### src/hdl/nab_cfg.svh
`ifndef NAB_CFG_SVH
`define NAB_CFG_SVH

// ----------------------------------------------------------------
// register offsets (byte addresses, one aligned word each)
// ----------------------------------------------------------------
`define NAB_OFF_CTRL 8'h00
`define NAB_OFF_STATUS 8'h04
`define NAB_OFF_CMD 8'h08
`define NAB_OFF_ADDR_LO 8'h0C
`define NAB_OFF_ADDR_HI 8'h10
`define NAB_OFF_DATA 8'h14
`define NAB_OFF_READ 8'h18

// ----------------------------------------------------------------
// field positions
// ----------------------------------------------------------------
`define NAB_CTRL_TARGET 0
`define NAB_CTRL_GUARD 1
`define NAB_CTRL_LATE 2
`define NAB_CTRL_WAIT 3
`define NAB_STAT_BUSY 0
`define NAB_STAT_RB 1
`define NAB_STAT_PERDIE 2
`define NAB_STAT_ERR 3
`define NAB_STAT_DATA_LSB 8
`define NAB_LO_COL_LSB 0
`define NAB_LO_PAGE_LSB 16
`define NAB_HI_BLOCK_LSB 0
`define NAB_HI_DIE 20
`define NAB_READ_ARRAY 0

// ----------------------------------------------------------------
// reset values
// ----------------------------------------------------------------
`define NAB_CTRL_RESET 4'h0

// ----------------------------------------------------------------
// command codes and address limits
// ----------------------------------------------------------------
`define NAB_CMD_STATUS 8'h70
`define NAB_CMD_STATUS_DIE 8'h78
`define NAB_CMD_RETURN 8'h00
`define NAB_COL_LIMIT 13'h10E0
`define NAB_ADDR_BYTES 5

// ----------------------------------------------------------------
// timing, in ns and derived clock counts
// ----------------------------------------------------------------
`define NAB_CLK_NS 10
`define NAB_T_CYCLE_NS 30
`define NAB_T_LOW_NS 15
`define NAB_T_LATE_LIMIT_NS 30
`define NAB_LOW_CYC \
  ((`NAB_T_LOW_NS + `NAB_CLK_NS - 1) / `NAB_CLK_NS)
`define NAB_HIGH_CYC \
  ((`NAB_T_CYCLE_NS - `NAB_T_LOW_NS + `NAB_CLK_NS - 1) / `NAB_CLK_NS)

`endif

### src/hdl/nab_pkg.sv
package nab_pkg;

  // strobe phase of one bus cycle
  typedef enum logic [2:0] {
    NAB_PH_IDLE = 3'b001,
    NAB_PH_LOW = 3'b010,
    NAB_PH_HIGH = 3'b100
  } nab_phase_e;

  // operation sequencer states
  typedef enum logic [6:0] {
    NAB_S_IDLE = 7'b0000001,
    NAB_S_WAITRDY = 7'b0000010,
    NAB_S_CMD = 7'b0000100,
    NAB_S_ADDR = 7'b0001000,
    NAB_S_WDATA = 7'b0010000,
    NAB_S_PRECMD = 7'b0100000,
    NAB_S_RDATA = 7'b1000000
  } nab_state_e;

  // control pins toward the flash targets
  typedef struct packed {
    logic [1:0] target_select_n;
    logic command_latch_strobe;
    logic address_latch_strobe;
    logic write_strobe_n;
    logic read_strobe_n;
  } nab_pins_s;

  // full array address
  typedef struct packed {
    logic die_select_bit;
    logic [19:0] block_bits;
    logic [7:0] page_bits;
    logic [12:0] column_bits;
  } nab_addr_s;

endpackage

### src/hdl/nab_addr_pack.sv
`timescale 1ns/1ps
`default_nettype none
`include "nab_cfg.svh"

module nab_addr_pack #(
  parameter bit DUAL_DIE = 1'b0
) (
  input wire nab_pkg::nab_addr_s addr,
  output logic [4:0][7:0] addr_bytes,
  output logic out_of_range
);
  import nab_pkg::*;

  // ----------------------------------------------------------------
  // five address bytes, unused upper bits forced low
  // ----------------------------------------------------------------
  always_comb begin
    addr_bytes[0] = addr.column_bits[7:0];
    addr_bytes[1] = {3'h0, addr.column_bits[12:8]};
    addr_bytes[2] = addr.page_bits;
    addr_bytes[3] = addr.block_bits[15:8];
    addr_bytes[4] = {3'h0, addr.die_select_bit & DUAL_DIE,
      addr.block_bits[19:16]};
  end

  // columns past the page do not exist
  assign out_of_range = (addr.column_bits >= `NAB_COL_LIMIT);

endmodule
`default_nettype wire

### src/hdl/nab_cycle_gen.sv
`timescale 1ns/1ps
`default_nettype none
`include "nab_cfg.svh"

module nab_cycle_gen #(
  parameter int LOW_CYC = `NAB_LOW_CYC,
  parameter int HIGH_CYC = `NAB_HIGH_CYC
) (
  input wire logic clock,
  input wire logic rst_n,
  input wire logic start,
  input wire logic is_read,
  input wire logic late_sample,
  input wire logic [7:0] wbyte,
  input wire logic [7:0] dq_in,
  output logic write_strobe_n,
  output logic read_strobe_n,
  output logic [7:0] dq_out,
  output logic dq_oe_n,
  output logic done,
  output logic [7:0] rbyte
);
  import nab_pkg::*;

  nab_phase_e phase;
  logic [7:0] cnt;
  logic rd;

  // ----------------------------------------------------------------
  // strobe timing: low phase then high phase
  // ----------------------------------------------------------------
  always_ff @(posedge clock) begin
    if (!rst_n) begin
      phase <= NAB_PH_IDLE;
      cnt <= 8'h00;
      rd <= 1'b0;
      write_strobe_n <= 1'b1;
      read_strobe_n <= 1'b1;
      done <= 1'b0;
    end else begin
      done <= 1'b0;
      case (phase)
        NAB_PH_IDLE: begin
          if (start) begin
            rd <= is_read;
            write_strobe_n <= is_read;
            read_strobe_n <= ~is_read;
            cnt <= 8'(LOW_CYC - 1);
            phase <= NAB_PH_LOW;
          end
        end
        NAB_PH_LOW: begin
          if (cnt == 8'h00) begin
            write_strobe_n <= 1'b1; // rising edge latches the byte
            read_strobe_n <= 1'b1;
            cnt <= 8'(HIGH_CYC - 1);
            phase <= NAB_PH_HIGH;
          end else begin
            cnt <= cnt - 8'h01;
          end
        end
        NAB_PH_HIGH: begin
          if (cnt == 8'h00) begin
            done <= 1'b1;
            phase <= NAB_PH_IDLE;
          end else begin
            cnt <= cnt - 8'h01;
          end
        end
        default: phase <= NAB_PH_IDLE;
      endcase
    end
  end

  // ----------------------------------------------------------------
  // host drives the bus only for write cycles
  // ----------------------------------------------------------------
  always_ff @(posedge clock) begin
    if (!rst_n) begin
      dq_out <= 8'h00;
      dq_oe_n <= 1'b1;
    end else if (phase == NAB_PH_IDLE && start) begin
      dq_out <= wbyte;
      dq_oe_n <= is_read;
    end else if (phase == NAB_PH_HIGH && cnt == 8'h00) begin
      dq_oe_n <= 1'b1;
    end
  end

  // ----------------------------------------------------------------
  // sample point: at the rise, or late in extended output timing
  // ----------------------------------------------------------------
  always_ff @(posedge clock) begin
    if (!rst_n) begin
      rbyte <= 8'h00;
    end else if (rd && !late_sample && phase == NAB_PH_LOW
        && cnt == 8'h00) begin
      rbyte <= dq_in;
    end else if (rd && late_sample && phase == NAB_PH_HIGH
        && cnt == 8'h00) begin
      rbyte <= dq_in;
    end
  end

endmodule
`default_nettype wire

### src/hdl/nab_host.sv
// Chosen here: the placing of the registers and the APB slave port.
`timescale 1ns/1ps
`default_nettype none
`include "nab_cfg.svh"

module nab_host #(
  parameter bit DUAL_DIE = 1'b0,
  parameter int T_CYCLE_NS = `NAB_T_CYCLE_NS
) (
  input wire logic clock,
  input wire logic rst_n,
  input wire logic psel,
  input wire logic penable,
  input wire logic pwrite,
  input wire logic [7:0] paddr,
  input wire logic [31:0] pwdata,
  output logic [31:0] prdata,
  output logic pready,
  output logic pslverr,
  output nab_pkg::nab_pins_s pins,
  output logic program_guard_n,
  input wire logic ready_busy_n,
  input wire logic [7:0] dq_in,
  output logic [7:0] dq_out,
  output logic dq_oe_n,
  input wire logic data_strobe_in,
  output logic data_strobe_out,
  output logic data_strobe_oe_n
);
  import nab_pkg::*;

  // ----------------------------------------------------------------
  // declarations
  // ----------------------------------------------------------------
  nab_state_e state;
  logic [3:0] ctrl;
  logic [31:0] addr_lo;
  nab_addr_s addr;
  logic [4:0][7:0] addr_bytes;
  logic out_of_range;
  logic [2:0] byte_idx;
  logic [7:0] cmd_byte;
  logic [7:0] wr_byte;
  logic [7:0] read_data;
  logic array_read;
  logic per_die_mode;
  logic err;
  logic gen_start;
  logic gen_is_read;
  logic [7:0] gen_wbyte;
  logic gen_done;
  logic [7:0] gen_rbyte;
  logic gen_we_n;
  logic gen_rd_n;
  logic wr_access;
  logic engine_busy;
  logic start_reg;
  logic mapped;
  logic late_on;
  logic need_ready;
  logic [31:0] next_prdata;
  logic start_d;
  logic [1:0] sel_n;
  logic cle;
  logic ale;

  // ----------------------------------------------------------------
  // apb decode
  // ----------------------------------------------------------------
  assign engine_busy = (state != NAB_S_IDLE);
  assign start_reg = (paddr == `NAB_OFF_CMD) || (paddr == `NAB_OFF_ADDR_HI)
    || (paddr == `NAB_OFF_DATA) || (paddr == `NAB_OFF_READ);
  assign mapped = start_reg || (paddr == `NAB_OFF_CTRL)
    || (paddr == `NAB_OFF_STATUS) || (paddr == `NAB_OFF_ADDR_LO);
  // starting writes stall while an operation runs
  assign pready = !(pwrite && start_reg && engine_busy);
  assign pslverr = psel && penable && !mapped;
  assign wr_access = psel && penable && pwrite && pready && mapped;

  // short read cycles force late sampling
  assign late_on = ctrl[`NAB_CTRL_LATE]
    || (T_CYCLE_NS < `NAB_T_LATE_LIMIT_NS);

  // status reads may go to a busy die; others wait for ready only when the wait bit is set
  assign need_ready = ctrl[`NAB_CTRL_WAIT]
    && (pwdata[7:0] != `NAB_CMD_STATUS)
    && (pwdata[7:0] != `NAB_CMD_STATUS_DIE);

  // ----------------------------------------------------------------
  // read data mux, registered in the setup phase
  // ----------------------------------------------------------------
  always_comb begin
    next_prdata = 32'h00000000;
    case (paddr)
      `NAB_OFF_CTRL: next_prdata[3:0] = ctrl;
      `NAB_OFF_STATUS: begin
        next_prdata[`NAB_STAT_BUSY] = engine_busy;
        next_prdata[`NAB_STAT_RB] = ready_busy_n;
        next_prdata[`NAB_STAT_PERDIE] = per_die_mode;
        next_prdata[`NAB_STAT_ERR] = err;
        next_prdata[`NAB_STAT_DATA_LSB +: 8] = read_data;
      end
      `NAB_OFF_ADDR_LO: next_prdata = addr_lo;
      `NAB_OFF_ADDR_HI: next_prdata[20:0] = {addr.die_select_bit,
        addr.block_bits};
      `NAB_OFF_DATA: next_prdata[7:0] = read_data;
      default: next_prdata = 32'h00000000;
    endcase
  end

  always_ff @(posedge clock) begin
    if (!rst_n) begin
      prdata <= 32'h00000000;
    end else if (psel && !penable && !pwrite) begin
      prdata <= next_prdata;
    end
  end

  // ----------------------------------------------------------------
  // control and address registers
  // ----------------------------------------------------------------
  always_ff @(posedge clock) begin
    if (!rst_n) begin
      ctrl <= `NAB_CTRL_RESET;
    end else if (wr_access && paddr == `NAB_OFF_CTRL) begin
      ctrl <= pwdata[3:0];
    end
  end

  always_ff @(posedge clock) begin
    if (!rst_n) begin
      addr_lo <= 32'h00000000;
      addr <= '0;
    end else if (wr_access && paddr == `NAB_OFF_ADDR_LO) begin
      addr_lo <= {8'h00, pwdata[`NAB_LO_PAGE_LSB +: 8], 3'h0,
        pwdata[`NAB_LO_COL_LSB +: 13]};
      addr.column_bits <= pwdata[`NAB_LO_COL_LSB +: 13];
      addr.page_bits <= pwdata[`NAB_LO_PAGE_LSB +: 8];
    end else if (wr_access && paddr == `NAB_OFF_ADDR_HI) begin
      addr.block_bits <= pwdata[`NAB_HI_BLOCK_LSB +: 20];
      addr.die_select_bit <= pwdata[`NAB_HI_DIE];
    end
  end

  // guard pin follows software, active even while deselected
  assign program_guard_n = ctrl[`NAB_CTRL_GUARD];

  // ----------------------------------------------------------------
  // error flag: out-of-page column, write one to clear
  // ----------------------------------------------------------------
  always_ff @(posedge clock) begin
    if (!rst_n) begin
      err <= 1'b0;
    end else if (wr_access && paddr == `NAB_OFF_ADDR_HI && !engine_busy
        && out_of_range) begin
      err <= 1'b1;
    end else if (wr_access && paddr == `NAB_OFF_STATUS
        && pwdata[`NAB_STAT_ERR]) begin
      err <= 1'b0;
    end
  end

  // ----------------------------------------------------------------
  // per-die status mode: set by 78h, cleared by 00h
  // ----------------------------------------------------------------
  always_ff @(posedge clock) begin
    if (!rst_n) begin
      per_die_mode <= 1'b0;
    end else if (gen_done && (state == NAB_S_CMD
        || state == NAB_S_PRECMD)) begin
      if (cmd_byte == `NAB_CMD_STATUS_DIE) begin
        per_die_mode <= 1'b1;
      end else if (cmd_byte == `NAB_CMD_RETURN) begin
        per_die_mode <= 1'b0;
      end
    end
  end

  // ----------------------------------------------------------------
  // operation sequencer
  // ----------------------------------------------------------------
  always_ff @(posedge clock) begin
    if (!rst_n) begin
      state <= NAB_S_IDLE;
      byte_idx <= 3'h0;
      cmd_byte <= 8'h00;
      wr_byte <= 8'h00;
      array_read <= 1'b0;
      gen_start <= 1'b0;
      start_d <= 1'b0;
    end else begin
      gen_start <= 1'b0;
      // one cycle late: select and latch strobes settle before a fall
      start_d <= gen_start;
      case (state)
        NAB_S_IDLE: begin
          if (wr_access && paddr == `NAB_OFF_CMD) begin
            cmd_byte <= pwdata[7:0];
            if (need_ready && !ready_busy_n) begin
              state <= NAB_S_WAITRDY;
            end else begin
              gen_start <= 1'b1;
              state <= NAB_S_CMD;
            end
          end else if (wr_access && paddr == `NAB_OFF_ADDR_HI
              && !out_of_range) begin
            byte_idx <= 3'h0;
            gen_start <= 1'b1;
            state <= NAB_S_ADDR;
          end else if (wr_access && paddr == `NAB_OFF_DATA) begin
            wr_byte <= pwdata[7:0];
            gen_start <= 1'b1;
            state <= NAB_S_WDATA;
          end else if (wr_access && paddr == `NAB_OFF_READ) begin
            array_read <= pwdata[`NAB_READ_ARRAY];
            gen_start <= 1'b1;
            if (pwdata[`NAB_READ_ARRAY] && per_die_mode) begin
              cmd_byte <= `NAB_CMD_RETURN;
              state <= NAB_S_PRECMD;
            end else begin
              state <= NAB_S_RDATA;
            end
          end
        end
        NAB_S_WAITRDY: begin
          if (ready_busy_n) begin
            gen_start <= 1'b1;
            state <= NAB_S_CMD;
          end
        end
        NAB_S_CMD: begin
          if (gen_done) begin
            state <= NAB_S_IDLE;
          end
        end
        NAB_S_ADDR: begin
          if (gen_done) begin
            if (byte_idx == 3'(`NAB_ADDR_BYTES - 1)) begin
              state <= NAB_S_IDLE;
            end else begin
              byte_idx <= byte_idx + 3'h1;
              gen_start <= 1'b1;
            end
          end
        end
        NAB_S_WDATA: begin
          if (gen_done) begin
            state <= NAB_S_IDLE;
          end
        end
        NAB_S_PRECMD: begin
          if (gen_done) begin
            gen_start <= 1'b1;
            state <= NAB_S_RDATA;
          end
        end
        NAB_S_RDATA: begin
          if (gen_done) begin
            state <= NAB_S_IDLE;
          end
        end
        default: state <= NAB_S_IDLE;
      endcase
    end
  end

  // ----------------------------------------------------------------
  // captured read byte
  // ----------------------------------------------------------------
  always_ff @(posedge clock) begin
    if (!rst_n) begin
      read_data <= 8'h00;
    end else if (gen_done && state == NAB_S_RDATA) begin
      read_data <= gen_rbyte;
    end
  end

  // ----------------------------------------------------------------
  // byte and direction for the cycle generator
  // ----------------------------------------------------------------
  always_comb begin
    gen_is_read = (state == NAB_S_RDATA);
    case (state)
      NAB_S_CMD: gen_wbyte = cmd_byte;
      NAB_S_PRECMD: gen_wbyte = cmd_byte;
      NAB_S_ADDR: gen_wbyte = addr_bytes[byte_idx];
      NAB_S_WDATA: gen_wbyte = wr_byte;
      default: gen_wbyte = 8'h00;
    endcase
  end

  // ----------------------------------------------------------------
  // pin levels: one select per target, strobes idle high
  // ----------------------------------------------------------------
  always_ff @(posedge clock) begin
    if (!rst_n) begin
      sel_n <= 2'b11;
      cle <= 1'b0;
      ale <= 1'b0;
    end else begin
      // selects raised when idle or waiting for ready so the target may enter standby
      sel_n <= 2'b11;
      if (state != NAB_S_IDLE && state != NAB_S_WAITRDY) begin
        sel_n[ctrl[`NAB_CTRL_TARGET]] <= 1'b0;
      end
      cle <= (state == NAB_S_CMD) || (state == NAB_S_PRECMD);
      ale <= (state == NAB_S_ADDR);
    end
  end

  // strobes come straight from the generator: both high between cycles
  assign pins = {sel_n, cle, ale, gen_we_n, gen_rd_n};

  // data strobe is left undriven in asynchronous mode
  assign data_strobe_out = 1'b0;
  assign data_strobe_oe_n = 1'b1;

  // ----------------------------------------------------------------
  // sub-blocks
  // ----------------------------------------------------------------
  nab_addr_pack #(
    .DUAL_DIE(DUAL_DIE)
  ) u_addr (
    .addr(addr),
    .addr_bytes(addr_bytes),
    .out_of_range(out_of_range)
  );

  nab_cycle_gen #(
    .LOW_CYC(`NAB_LOW_CYC),
    .HIGH_CYC((T_CYCLE_NS - `NAB_T_LOW_NS + `NAB_CLK_NS - 1) / `NAB_CLK_NS)
  ) u_gen (
    .clock(clock),
    .rst_n(rst_n),
    .start(start_d),
    .is_read(gen_is_read),
    .late_sample(late_on),
    .wbyte(gen_wbyte),
    .dq_in(dq_in),
    .write_strobe_n(gen_we_n),
    .read_strobe_n(gen_rd_n),
    .dq_out(dq_out),
    .dq_oe_n(dq_oe_n),
    .done(gen_done),
    .rbyte(gen_rbyte)
  );

endmodule
`default_nettype wire

### config.mk
export PLATFORM = sky130hd
export DESIGN_NAME = nab_host
export DESIGN_NICKNAME = d
export VERILOG_FILES = /design/src/hdl/nab_pkg.sv /design/src/hdl/nab_addr_pack.sv /design/src/hdl/nab_cycle_gen.sv /design/src/hdl/nab_host.sv
export VERILOG_INCLUDE_DIRS = /design/src /design/src/hdl
export SDC_FILE = /design/constraint.sdc
export NUM_CORES = 1
export LEC_CHECK = 0
export BUFFER_PORTS_ARGS = -buffer_cell sky130_fd_sc_hd__buf_2
export CAP_MARGIN = 0
export CORE_ASPECT_RATIO = 0.8
export CORE_MARGIN = 2
export CORE_UTILIZATION = 55
export DETAILED_ROUTE_END_ITERATION = 10
export PLACE_DENSITY = 0.76
export SLEW_MARGIN = 20
export SYNTH_ARGS = -nofsm -noshare
export SYNTH_HDL_FRONTEND = slang
export SYNTH_HIERARCHICAL = 1
export SYNTH_SLANG_ARGS = --single-unit
### constraint.sdc
create_clock -name clock -period 4.55 [get_ports clock]
set_input_delay 0.2275 -clock clock [delete_from_list [all_inputs] [get_ports clock]]
set_output_delay 0.2275 -clock clock [all_outputs]
set_load 0.1 [all_outputs]
==> summary.md <==
| Metric | Value |
|---|---|
| Status | finished, final reports clean |
| First-pass GRT wire length | 30.1 mm |
| Synth Warn # | 6 |
| Mapped Avg Cell Area | between 8 and 9 µm² |
| Post-Synth Simple-Gate Area | a little under a quarter |
| Hpwl dp | 12.9 mm |
| FILL cells | between 1000 and 1500 |
| VDD IR max | approximately 0.00026 V |
| Register area | approximately 2900 µm² |
| Antenna-violating nets left | 0 |
| RR Startpoint | addr[11] |
| H-tree Lvls | 4 |
| Placer Congestion | 0.938 |
| Int Power | 2200 µW |
| Footprint of the multi-input gates | ~3600 µm² |
| Initial Utilization | a little under three fifths |
| PD cells | about 390 nW/µm² |
| Total Wirelength | between 15 and 20 mm |
| Cell area after synthesis | 7060 µm² |
| Critical Path Fanout Max | 9 |
| Crit path required time | 4.32 ns |
| EDFF count, synth | 0 |
| DRT iter0 DRCs | a little under 800 |
| Cells after Synth | around 850 |
| Final Skew | around 0.009 ns |
| Hold Startpoint | pwdata[14] |
| Sequential Power Share | between 40% and 50% |
| Cell family with most CP delay | simple AND/OR/NAND/NOR gates |
| Post-route setup TNS | 0 ns |
| Max-Cap Viols | 0 |
| IO Count | 107 |
| Hold EP | addr[35] |
| Vias in the first global route | around 5600 |
| Register area share after synthesis | between 40% and 50% |
| Worst path cell trace | nor4b_1 > and2_1 > nor2_1 > nand2_1 > buf_2 |
| Net count, final | between 900 and 1000 |
| Area grow syn2layout | 10.6% |
| Flop-to-flop setup slack | roughly 2.2 ns |
| Post-CTS setup buffers | 0 |
| Clock tree root buffer cell | clkbuf_16 |
| Final Setup Violations | 0 |
| Worst Hold Class | in2reg |
| Core Footprint | 12700 µm² |
| Comb power frac | a little under an eighth |
| RSZ-0062 raised after global routing | false |
| Slew margin rel. | between 40% and 50% |
| #FFs+latches synth | 144 |
| Die H | approximately 110 µm |
| Remaining Overflow, GRT | 0 |
| Primary FF master, synth | dfxtp_1 |
| Fin. max-slew vios | 0 |
| Critical path class | reg2out |
| Total track usage | approximately 28% |
| Final WS setup | between 2 and 2.5 ns |
| Final hold vios | 0 |
| Share of cells above drive strength 1 | around 18% |
| Number of CTS-inserted buffers | 17 |
| Hold Path Stages | 3 |
| Synth Area in Adders | 0.708% |
| Antenna violations before repair | 0 |
| Mux contribution to synthesized area | under 10% |
| Reg2Reg Depth | 7 |
| Compound-Gate Fraction of Synth Area | between 10% and 20% |
| Critical-path top delay cell | dfxtp_1 |
| Clock Pin Slew Worst Setup and Hold Paths | 0.06 ns |
| Die W | between 100 and 150 µm |
| CP Buf/Inv Count | 1 |
| Leakage | ~0.0029 µW |
| Via count | between 6000 and 7000 |
| Drt first pass iters | 7 |
| Buffers on Ports | 87 |
| Synth cell types | 73 |
| CP peak stage delay | 0.53 ns |
| Tcrit/Tclk final | roughly 55% |
| Post-Synth XOR/XNOR Area | 0.496% |
| Clock power frac | a little under half |
| CP startpoint kind | flop |
| Worst-Skew Late Latency | about 0.42 ns |
| Wire per inst | around 18 µm |
| CTS tree | yes |
| Critical Path AT | roughly 2.3 ns |
| Switching share of power | around 28% |
| Worst-Margin Slew | 0.875 ns |
| Post-cts resize count | 0 |
| Crit. Startpoint | state[0] |
| Maximum clock path buffer count | 2 |
| Max Clk Rate | approximately 0.40 GHz |
| Largest family of logic cells by synthesized area | simple AND/OR/NAND/NOR gates |
| Fin crit period | roughly 2.5 ns |
| Asr flop ratio synth | 0% |
| RR Endpoint | state[3] |
| Die area | around 14000 µm² |
| Place WS | approximately 1.7 ns |
| Largest net degree at the start of global routing | 47 |
| Clock sink total | 144 |
| P_sw | between 800 and 900 µW |
| Drt drc | 0 |
| Antenna cells | 0 |
| Vias per inst | 5.97 |
| CP Capture Type | output port |
| Hold_buf cts | 0 |
| Hold Slack | between 0.05 and 0.06 ns |
| Rows | 37 |
state kept, by name, summed over array words and instances (netlist names), 2 cells and up:
| name | flops |
|---|---|
| addr | 41 |
| prdata | 24 |
| cmd_byte | 8 |
| read_data | 8 |
| u_gen/cnt | 8 |
| u_gen/dq_out | 8 |
| u_gen/rbyte | 8 |
| wr_byte | 8 |
| state | 7 |
| ctrl | 4 |
| byte_idx | 3 |
| u_gen/phase | 3 |
| sel_n | 2 |
how the worst max path moves through the flow:
stage,end,cells past startpoint,slack (ns)
finish,pready,5,2.06
detailed placement,wr_byte[6],6,1.66
global placement,wr_byte[5],6,1.70
floorplan,pslverr,4,1.97
CTS,pready,5,2.08
global route,pready,5,1.90
power groups by stage:
stage / Sequential [µW] / Clock [µW] / Combinational (µW)
after CTS: 1300 / 1410 / 350
final: 1300 / 1400 / 354
after detailed placement: 1330 / 0 / 348
after global routing: 1310 / 1470 / 381
after floorplan: 1370 / 0 / 246
after global placement: 1330 / 0 / 348
cell usage after synthesis (all sizes together) (3+ instances only):
library cell    n  area share [%]
a21boi         13             1.4
a21oi          82             5.9
a221oi         10             1.2
a222oi          9             1.3
a22oi          20             2.1
and2            5            0.44
and3            6            0.53
buf            67             6.8
clkbuf         43             2.3
conb            3            0.16
dfxtp         144              41
ha              4            0.71
inv             7            0.37
mux2i          28             4.0
mux4            8             2.6
nand2         177             9.4
nand2b          7            0.62
nand3          31             2.2
nand3b          6            0.64
nand4           4            0.35
nor2           37             2.0
nor2b          10            0.89
nor3           15             1.3
nor3b           5            0.60
nor4           12             1.5
o211ai          4            0.43
o21ai          35             2.6
o22ai           3            0.27
o31ai           3            0.32
or3             3            0.27
or4             5            0.64
routing by layer:
| metal | wire length (µm) | vias up | share of wire, % | global-route usage, % |
|---|---|---|---|---|
| met4 | 393 | 0 | 2.1 | 8.66 |
| met1 | 8160 | 2900 | 43 | 40.5 |
| li1 | - | 2980 | - | - |
| met3 | 1990 | 41 | 11 | 7.82 |
| met5 | 0 | - | 0 | 0 |
| met2 | 8380 | 368 | 44 | 41.3 |
tightest hold or removal path: cells and delay by family:
family,cells,cell delay (ns)
buffers and inverters,1,0.09
AND/OR/NAND/NOR,1,0.05
AO/OA/AOI/OAI,1,0.05
area by class of cell:
| cell class | instances | share of cell area (%) |
|---|---|---|
| clock inverter | 13 | 1.95 |
| inverter | 8 | 0.384 |
| clock buffer | 19 | 5.67 |
| tap | 175 | 2.80 |
| timing repair buffer | 96 | 6.44 |
| multi-input combinational | 599 | 45.8 |
| sequential | 144 | 36.9 |
cell usage in the layout, fill, tap and decap left out, drive strengths merged, types with 6 or more instances in the layout:
cell type / instances
nand2: 177
dfxtp: 144
buf: 96
a21oi: 82
nor2: 37
o21ai: 35
nand3: 31
mux2i: 28
a22oi: 20
clkbuf: 19
conb: 17
nor3: 15
a21boi: 13
nor4: 12
inv: 11
nor2b: 10
a221oi: 10
a222oi: 9
mux4: 8
nand2b: 7
and3: 6
nand3b: 6
cells by family (layout without fill, tap and decap cells):
family	count (synthesis)	count (layout)
AND/OR/NAND/NOR	333	333
AO/OA/AOI/OAI	205	205
flip-flops	144	144
buffers and inverters	118	136
multiplexers	36	36
adder cells (fa/ha/maj)	4	4
XOR/XNOR	4	4
other	3	17
metrics by stage:
| step | util, % | cell area [µm²] | power (µW) | instances |
|---|---|---|---|---|
| detailed placement | 56.9 | 7220 | 1680 | 1022 |
| global route | 61.6 | 7810 | 3160 | 1054 |
| floorplan | - | 7120 | 1610 | 861 |
| CTS | 61.6 | 7810 | 3060 | 1054 |
| global placement | 56.9 | 7220 | 1680 | 1022 |
| finish | 61.6 | 7810 | 3050 | 1054 |
Power figures use the tool's default switching activity.
